$ cat src/include/arp_pkg.sv
// Constants and the module geometry type for the aperture and row population registers
package arp_pkg;
	localparam logic [2:0] FUNC_HOST      = 3'h0;
	localparam logic [2:0] FUNC_GFX_PORT  = 3'h1;
	localparam logic [2:0] FUNC_INT_GFX   = 3'h2;
	localparam logic [7:0] OFF_APERTURE_CONTROL = 8'h51;
	localparam logic [7:0] OFF_ROW_POPULATION   = 8'h52;
	localparam logic [7:0] APERTURE_CONTROL_RESET = 8'h00;
	localparam logic [7:0] ROW_POPULATION_RESET   = 8'h00;
	localparam int         BIT_GFX_SELECT   = 0;
	localparam int         BIT_APERTURE_EN  = 1;
	localparam int         BIT_SELECT_LOCK  = 2;
	localparam int         MOD0_LSB         = 0;
	localparam int         MOD1_LSB         = 4;
	localparam logic [7:0] GFX_PORT_REGS_A_LO = 8'h10;
	localparam logic [7:0] GFX_PORT_REGS_A_HI = 8'h13;
	localparam logic [7:0] GFX_PORT_REGS_B_LO = 8'hA0;
	localparam logic [7:0] GFX_PORT_REGS_B_HI = 8'hBF;
	localparam logic [7:0] READ_ALL_ONES  = 8'hFF;
	localparam logic [7:0] READ_ALL_ZEROS = 8'h00;
	localparam int         PORTS = 3;

	// Per-module geometry; back-side fields are zero for single-sided codes
	typedef struct packed {
		logic       present;
		logic       double_sided;
		logic [9:0] capacity_mb;
		logic [3:0] row_bits;
		logic [1:0] bank_front;
		logic [1:0] bank_back;
		logic [3:0] col_front;
		logic [3:0] col_back;
	} arp_geom_t;
endpackage

$ cat src/arp_regs.sv
// Aperture control and memory row population registers with function visibility control
// Notes on behaviour
// - Aperture control sits at offset 51h of function 0, is 8 bits and resets to zero.
// - Bit 2 is write-once: the first write fixes it until the next reset.
// - While the lock is 1 the graphics select bit 0 is read-only, otherwise writable.
// - Bit 1 enables aperture accesses; while 0 the processor, primary and graphics ports are refused.
// - Select 0 enables the graphics port function and makes function 2 reads return all ones.
// - Select 1 shows function 2, function 1 reads return ones, graphics-port regs in function 0 read zeros.
// - The internal graphics function ignores configuration unless 70h bits 7:6 are nonzero and select is 1.
// - Row population sits at offset 52h, is 8 bits, resets to zero and is writable while unlocked.
// - The whole row population register is read-only once the memory-space lock is set.
// - Bits 7:4 hold the code of module 1 and bits 3:0 that of module 0.
// - Each code decodes to capacity, row, bank and column bits; 0 means empty.
// - Double-sided codes 3, 6 and B carry distinct front and back bank or column widths.
//
// Config port: a strobe is taken at a rising edge and read data follows one cycle later.
// Writes outside function 0 offsets 51h and 52h are dropped; other_rdata covers the rest.
// The lock and size field of 70h live elsewhere and arrive here as plain levels.
// Refused writes are silent: software only sees them by reading back.
// Every output is a flop: read data and aperture gate lag their inputs by one cycle, outputs fed by a written register lag the write by two.
`timescale 1ns/1ps
`default_nettype none
module arp_regs (
	// Clock and reset
	input  wire logic                       clk,
	input  wire logic                       rst_n,
	// Configuration access
	input  wire logic                       cfg_wr,
	input  wire logic                       cfg_rd,
	input  wire logic [2:0]                 cfg_func,
	input  wire logic [7:0]                 cfg_offset,
	input  wire logic [7:0]                 cfg_wdata,
	input  wire logic [7:0]                 other_rdata,
	// Levels from the register at 70h
	input  wire logic                       memory_space_lock,
	input  wire logic [1:0]                 gfx_mem_size,
	// Aperture requests: processor, primary port, graphics port
	input  wire logic [arp_pkg::PORTS-1:0]  aperture_req,
	// Read answer
	output logic      [7:0]                 cfg_rdata,
	output logic                            cfg_rvalid,
	// Function enables and aperture gate
	output logic                            gfx_port_enable,
	output logic                            internal_gfx_enable,
	output logic      [arp_pkg::PORTS-1:0]  aperture_grant,
	output logic      [arp_pkg::PORTS-1:0]  aperture_refuse,
	// Decoded geometry, index 0 for module 0
	output arp_pkg::arp_geom_t [1:0]        module_geom
);
	logic [2:0] aperture_control;
	logic       lock_written;
	logic [7:0] memory_row_population;
	logic       wr_ap;
	logic       wr_row;
	logic [7:0] next_rdata;
	logic       gfx_sel;

	assign gfx_sel = aperture_control[arp_pkg::BIT_GFX_SELECT];
	assign wr_ap  = cfg_wr && cfg_func == arp_pkg::FUNC_HOST
		&& cfg_offset == arp_pkg::OFF_APERTURE_CONTROL;
	assign wr_row = cfg_wr && cfg_func == arp_pkg::FUNC_HOST
		&& cfg_offset == arp_pkg::OFF_ROW_POPULATION;

	// Offsets in function 0 that belong to the graphics port
	// Two windows: the capability block and the port's own control range
	function automatic logic arp_is_gfx_port_reg(input logic [7:0] off);
		arp_is_gfx_port_reg =
			(off >= arp_pkg::GFX_PORT_REGS_A_LO && off <= arp_pkg::GFX_PORT_REGS_A_HI)
			|| (off >= arp_pkg::GFX_PORT_REGS_B_LO && off <= arp_pkg::GFX_PORT_REGS_B_HI);
	endfunction

	// Code 0 and the unsupported code 8 decode as an empty socket
	// Back-side fields stay zero for single-sided codes so the controller can skip that side
	function automatic arp_pkg::arp_geom_t arp_decode(input logic [3:0] code);
		arp_pkg::arp_geom_t g;
		g = '0;
		case (code)
			// 32 MB, both sides alike, one bank bit
			4'h1: g = '{1'b1, 1'b1, 10'd32,  4'd11, 2'd1, 2'd1, 4'd9,  4'd9};
			// 32 MB, front side only
			4'h2: g = '{1'b1, 1'b0, 10'd32,  4'd12, 2'd2, 2'd0, 4'd8,  4'd0};
			// 48 MB, back side has one bank bit fewer
			4'h3: g = '{1'b1, 1'b1, 10'd48,  4'd12, 2'd2, 2'd1, 4'd8,  4'd8};
			// 64 MB, both sides alike
			4'h4: g = '{1'b1, 1'b1, 10'd64,  4'd12, 2'd2, 2'd2, 4'd8,  4'd8};
			// 64 MB, front side only
			4'h5: g = '{1'b1, 1'b0, 10'd64,  4'd12, 2'd2, 2'd0, 4'd9,  4'd0};
			// 96 MB, back side has one column bit fewer
			4'h6: g = '{1'b1, 1'b1, 10'd96,  4'd12, 2'd2, 2'd2, 4'd9,  4'd8};
			// 128 MB, both sides alike
			4'h7: g = '{1'b1, 1'b1, 10'd128, 4'd12, 2'd2, 2'd2, 4'd9,  4'd9};
			// 128 MB, front side only, wide columns
			4'h9: g = '{1'b1, 1'b0, 10'd128, 4'd12, 2'd2, 2'd0, 4'd10, 4'd0};
			// 128 MB, front side only, long rows
			4'hA: g = '{1'b1, 1'b0, 10'd128, 4'd13, 2'd2, 2'd0, 4'd9,  4'd0};
			// 192 MB, back side has one column bit fewer
			4'hB: g = '{1'b1, 1'b1, 10'd192, 4'd12, 2'd2, 2'd2, 4'd10, 4'd9};
			// 256 MB, both sides with wide columns
			4'hC: g = '{1'b1, 1'b1, 10'd256, 4'd12, 2'd2, 2'd2, 4'd10, 4'd10};
			// 256 MB, both sides with long rows
			4'hD: g = '{1'b1, 1'b1, 10'd256, 4'd13, 2'd2, 2'd2, 4'd9,  4'd9};
			// 256 MB, front side only at full width
			4'hE: g = '{1'b1, 1'b0, 10'd256, 4'd13, 2'd2, 2'd0, 4'd10, 4'd0};
			// 512 MB, both sides at full width
			4'hF: g = '{1'b1, 1'b1, 10'd512, 4'd13, 2'd2, 2'd2, 4'd10, 4'd10};
			// Empty socket and the unused code 8
			default: g = '0;
		endcase
		arp_decode = g;
	endfunction

	// Aperture control: only three bits are stored, reserved bits are never kept
	always_ff @(posedge clk or negedge rst_n) begin
		if (!rst_n) begin
			aperture_control <= arp_pkg::APERTURE_CONTROL_RESET[2:0];
			lock_written     <= 1'b0;
		end else if (wr_ap) begin
			aperture_control[arp_pkg::BIT_APERTURE_EN] <=
				cfg_wdata[arp_pkg::BIT_APERTURE_EN];
			if (!aperture_control[arp_pkg::BIT_SELECT_LOCK]) begin
				aperture_control[arp_pkg::BIT_GFX_SELECT] <=
					cfg_wdata[arp_pkg::BIT_GFX_SELECT];
			end
			if (!lock_written) begin
				// First write of the register fixes the lock, whatever value it carries
				aperture_control[arp_pkg::BIT_SELECT_LOCK] <=
					cfg_wdata[arp_pkg::BIT_SELECT_LOCK];
				lock_written <= 1'b1;
			end
		end
	end

	// Row population: frozen once memory space is locked
	always_ff @(posedge clk or negedge rst_n) begin
		if (!rst_n) begin
			memory_row_population <= arp_pkg::ROW_POPULATION_RESET;
		end else if (wr_row && !memory_space_lock) begin
			memory_row_population <= cfg_wdata;
		end
	end

	// Read mux; hidden functions answer ones, graphics-port regs zeros in internal mode
	always_comb begin
		next_rdata = other_rdata;
		if (cfg_func == arp_pkg::FUNC_INT_GFX && !gfx_sel) begin
			next_rdata = arp_pkg::READ_ALL_ONES;
		end else if (cfg_func == arp_pkg::FUNC_GFX_PORT && gfx_sel) begin
			next_rdata = arp_pkg::READ_ALL_ONES;
		end else if (cfg_func == arp_pkg::FUNC_HOST) begin
			if (cfg_offset == arp_pkg::OFF_APERTURE_CONTROL) begin
				next_rdata = {5'h00, aperture_control};
			end else if (cfg_offset == arp_pkg::OFF_ROW_POPULATION) begin
				next_rdata = memory_row_population;
			end else if (gfx_sel && arp_is_gfx_port_reg(cfg_offset)) begin
				next_rdata = arp_pkg::READ_ALL_ZEROS;
			end
		end
	end

	// Read answer one cycle after the strobe
	always_ff @(posedge clk or negedge rst_n) begin
		if (!rst_n) begin
			cfg_rdata  <= 8'h00;
			cfg_rvalid <= 1'b0;
		end else begin
			cfg_rvalid <= cfg_rd;
			if (cfg_rd) begin
				cfg_rdata <= next_rdata;
			end
		end
	end

	// Function enables; internal graphics also needs graphics memory sized
	always_ff @(posedge clk or negedge rst_n) begin
		if (!rst_n) begin
			gfx_port_enable     <= 1'b0;
			internal_gfx_enable <= 1'b0;
		end else begin
			gfx_port_enable     <= !gfx_sel;
			internal_gfx_enable <= gfx_sel && (gfx_mem_size != 2'h0);
		end
	end

	// Aperture gate; the enable is trusted to be set after the table exists
	always_ff @(posedge clk or negedge rst_n) begin
		if (!rst_n) begin
			aperture_grant  <= '0;
			aperture_refuse <= '0;
		end else begin
			aperture_grant  <= aperture_control[arp_pkg::BIT_APERTURE_EN]
				? aperture_req : '0;
			aperture_refuse <= aperture_control[arp_pkg::BIT_APERTURE_EN]
				? '0 : aperture_req;
		end
	end

	// Per-module geometry decode, registered so the controller sees flop outputs
	genvar m;
	generate
		for (m = 0; m < 2; m++) begin : g_mod
			always_ff @(posedge clk or negedge rst_n) begin
				if (!rst_n) begin
					module_geom[m] <= '0;
				end else begin
					module_geom[m] <= arp_decode(
						memory_row_population[m*4 +: 4]);
				end
			end
		end
	endgenerate
endmodule
`default_nettype wire

$ cat config.mk
export PLATFORM = sky130hd
export DESIGN_NAME = arp_regs
export DESIGN_NICKNAME = d
export VERILOG_FILES = /design/src/include/arp_pkg.sv /design/src/arp_regs.sv
export SDC_FILE = /design/constraint.sdc
export NUM_CORES = 1
export LEC_CHECK = 0
export BUFFER_PORTS_ARGS = -buffer_cell sky130_fd_sc_hd__buf_2
export CAP_MARGIN = 10
export CORE_UTILIZATION = 49
export DETAILED_ROUTE_END_ITERATION = 8
export HOLD_SLACK_MARGIN = 0.12
export PLACE_DENSITY = 0.77
export SETUP_SLACK_MARGIN = 0.3
export SLEW_MARGIN = 20
export SYNTH_ARGS = -nofsm -noshare
export SYNTH_HDL_FRONTEND = slang
export SYNTH_SLANG_ARGS = --single-unit
$ cat constraint.sdc
create_clock -name clk -period 1.95 [get_ports clk]
set_input_delay 0.195 -clock clk [delete_from_list [all_inputs] [get_ports clk]]
set_output_delay 0.195 -clock clk [all_outputs]
set_load 0.01 [all_outputs]
==> summary.txt <==
Layout
  • Most frequent cells in the layout: buf_2, dfrtp_1, nand2_1, nor2_1, o21ai_0
  • Syn-to-layout area delta: 27.6%
  • Multi-input logic area: roughly 1300 um2
  • Reg area: 1580 um2
  • Layout cells sized above 1: 0.363
  • Fin util: 0.649
  • Final #Nets: between 400 and 500
  • Layout fillers: ~500
  • Ant diodes: 0
  • Leading cell type in the layout, fill and taps excluded: buf_2

Worst setup path
  • Worst path required time: 2150 ps
  • Slowest cell on crit path: dfrtp_1
  • Crit path kind: register to register
  • Crit path DAT: 1800 ps
  • CP Launch Type: register
  • Worst Setup End Kind: register
  • Largest stage delay, worst path: 480 ps
  • Reg2Reg Depth: 5
  • Crit-path cells: nor2b_1 > a32oi_1 > or2_2 > a21oi_1 > o221ai_1
  • Crit-path max FO: 6

Synth
  • Yosys top cell by area: dfrtp_1
  • Register area share after synthesis: 0.521
  • Synth Area in Compound Gates: 0.126
  • Distinct cells, synth: 43
  • Ys flop type: dfrtp_1
  • Register bit total from synthesis: between 60 and 70
  • Async set-or-reset flop fraction in the synthesized netlist: 1.00
  • Post-synth top area share: 0.521
  • Synthesized instance count: between 200 and 300
  • Xor and xnor area share after synthesis: 0.00289
  • EDFF count, synth: 0
  • Adder-cell share of the synthesized area: 0.0331
  • Synth area leaders: dfrtp_1, buf_4, mux2_2
  • Mapped cell area: between 3000 and 4000 um2
  • Mux share of post-synthesis cell area: 0.0554
  • Largest family of logic cells by synthesized area: simple AND/OR/NAND/NOR gates
  • Post-synthesis simple-gate area fraction: 0.181
  • Yosys warning count: 0
  • Mean post-synth cell area: between 10 and 15 um2

Placement
  • Post-DP HPWL: around 4200 um
  • IO buf count: 97
  • GP Congestion: between 0.7 and 0.8

Hold path
  • WHS Path Cells: 1
  • Hold crit path type: primary input to register

STA
  • Setup TNS: 0 ps
  • Unrepaired setup endpoints after global routing: true
  • Tcrit/Tclk final: 0.820
  • Worst-margin pin slew: ~570 ps
  • Final setup violation count: 0
  • Slew margin rel.: 0.619
  • Max Fclk: 0.625 GHz
  • Tmin final: roughly 1600 ps
  • Clock skew: between 4 and 5 ps
  • Hold Fails Final Rpt: 0
  • Pins Over Slew Limit: 0

Die
  • Die Area: about 6500 um2
  • Initial Util: 0.508
  • Core Region: 5960 um2
  • Chip width: between 80 and 90 um
  • IO Count: 110
  • Rows: 28
  • Die height: around 81 um

Clocking
  • CTS Buf Count: 9
  • CTS sink cnt: 63
  • Clk buf depth: 2
  • Worst-path clk slew: around 70 ps
  • Clk_lat worst skew: roughly 330 ps
  • CTS tree: yes
  • CTS root buf: clkbuf_8
  • Htree depth: 3

Routing
  • ANT nets after route: 0
  • Via density: ~5.0
  • DRC viols: 0
  • Drt first-iter violations: ~130
  • Drt total wl: between 5000 and 6000 um
  • 1st-pass router iterations: 5
  • Via Count: between 2000 and 2500
  • WL per Instance: approximately 12 um

GRT
  • First-pass GRT wire length: 9220 um
  • Largest net degree at the start of global routing: 64
  • Total gr overflow: 0
  • Vias in the first global route: 1954
  • Initial antenna violation count: 0
  • Global Route Usage Sum: 0.194

Power and ir drop
  • Pleak: between 2 and 2.5 nW
  • VDD IR max: around 0.42 mV
  • Power Density: ~750 nW/um2

Outcome
  • Status: finished, final reports clean

Flow run
  • # Max-Cap Violations: 0
[cells by family (layout without fill, tap and decap cells)]
| group | after synthesis | after routing |
|---|---|---|
| AND/OR/NAND/NOR | 100 | 100 |
| flip-flops | 63 | 63 |
| AO/OA/AOI/OAI | 57 | 57 |
| buffers and inverters | 41 | 138 |
| multiplexers | 15 | 15 |
| adder cells (fa/ha/maj) | 8 | 8 |
| other | 1 | 12 |
| XOR/XNOR | 1 | 1 |
[repair_timing]
action	4_1_cts	5_1_grt
setup buffers	0	0
gates resized for setup	0	1
endpoints found under the setup margin	0	1
hold buffers	13	1
hold endpoints to repair	78	1
[path summary, 6_finish.rpt]
path,startpoint,to,slack (ps)
max in group asynchronous,rst_n,cfg_rdata[6],1280
hold reg to reg,lock_written,lock_written,490
setup reg to reg,aperture_control[0],cfg_rdata[2],350
min in group asynchronous,rst_n,module_geom[53],390
setup / recovery,aperture_control[0],cfg_rdata[2],350
hold / removal,cfg_rd,cfg_rvalid,180
[where the power goes]
group | switching, mW | total [mW] | internal [mW]
clock network | 0.456 | 1.27 | 0.815
logic | 0.142 | 0.259 | 0.117
registers | 0.0181 | 1.36 | 1.34
[cells in the mapped netlist, types with 2 or more instances]
master      n
inv_1       6
o21ai_0    16
and3_1      2
nand2b_1   14
o221ai_1    3
mux2_2     14
or2_2       3
ha_1        8
a31oi_1     5
nand2_1    24
and2_1      6
a211oi_1    2
a21o_1      2
nor2b_1    12
o2111ai_1   5
a21boi_0    2
clkbuf_1   12
nor3_1      4
nor2_1     19
o211a_1     5
a21oi_1    11
o22ai_1     2
buf_4      22
dfrtp_1    63
nand3_1     6
[final cells by class]
type | count | area share
sequential | 63 | 0.408
multi-input combinational | 193 | 0.325
tap | 75 | 0.0243
timing repair buffer | 117 | 0.177
inverter | 6 | 0.00583
clock buffer | 12 | 0.0428
clock inverter | 3 | 0.0168
[metal layers]
metal  global-route usage  up-vias  routed length [um]  share of wire
met3               0.0489       12                 405          0.069
met1                0.266     1067                2700           0.46
li1                     -     1156                   -              -
met4                0.107        0                 138          0.024
met5                    0        -                   0              0
met2                0.280      102                2610           0.45
[worst max-delay path, delay by kind of cell, from the launching register on]
family	cells	cell delay (ps)
flops	1	480
compound gates	3	430
simple gates	2	550
[registers in the layout (all words and copies together), names as in the netlist]
name	cells
gfx_port_enable	1
memory_row_population	8
aperture_refuse	3
internal_gfx_enable	1
aperture_control	3
aperture_grant	3
lock_written	1
cfg_rdata	8
cfg_rvalid	1
module_geom	34
[stage by stage]
step | worst slack (ps) | hold WS [ps] | power (mW) | instances | area (um2)
2_1_floorplan | 482 | -101 | 1.51 | 297 | 3070
3_3_place_gp | 386 | 222 | 1.61 | 440 | 3480
3_5_place_dp | 333 | 227 | 1.62 | 440 | 3480
4_1_cts | 413 | 122 | 2.91 | 468 | 3840
5_1_grt | 288 | 163 | 3.01 | 469 | 3860
6_report | 351 | 177 | 2.89 | 469 | 3860
Power figures use the tool's default switching activity.
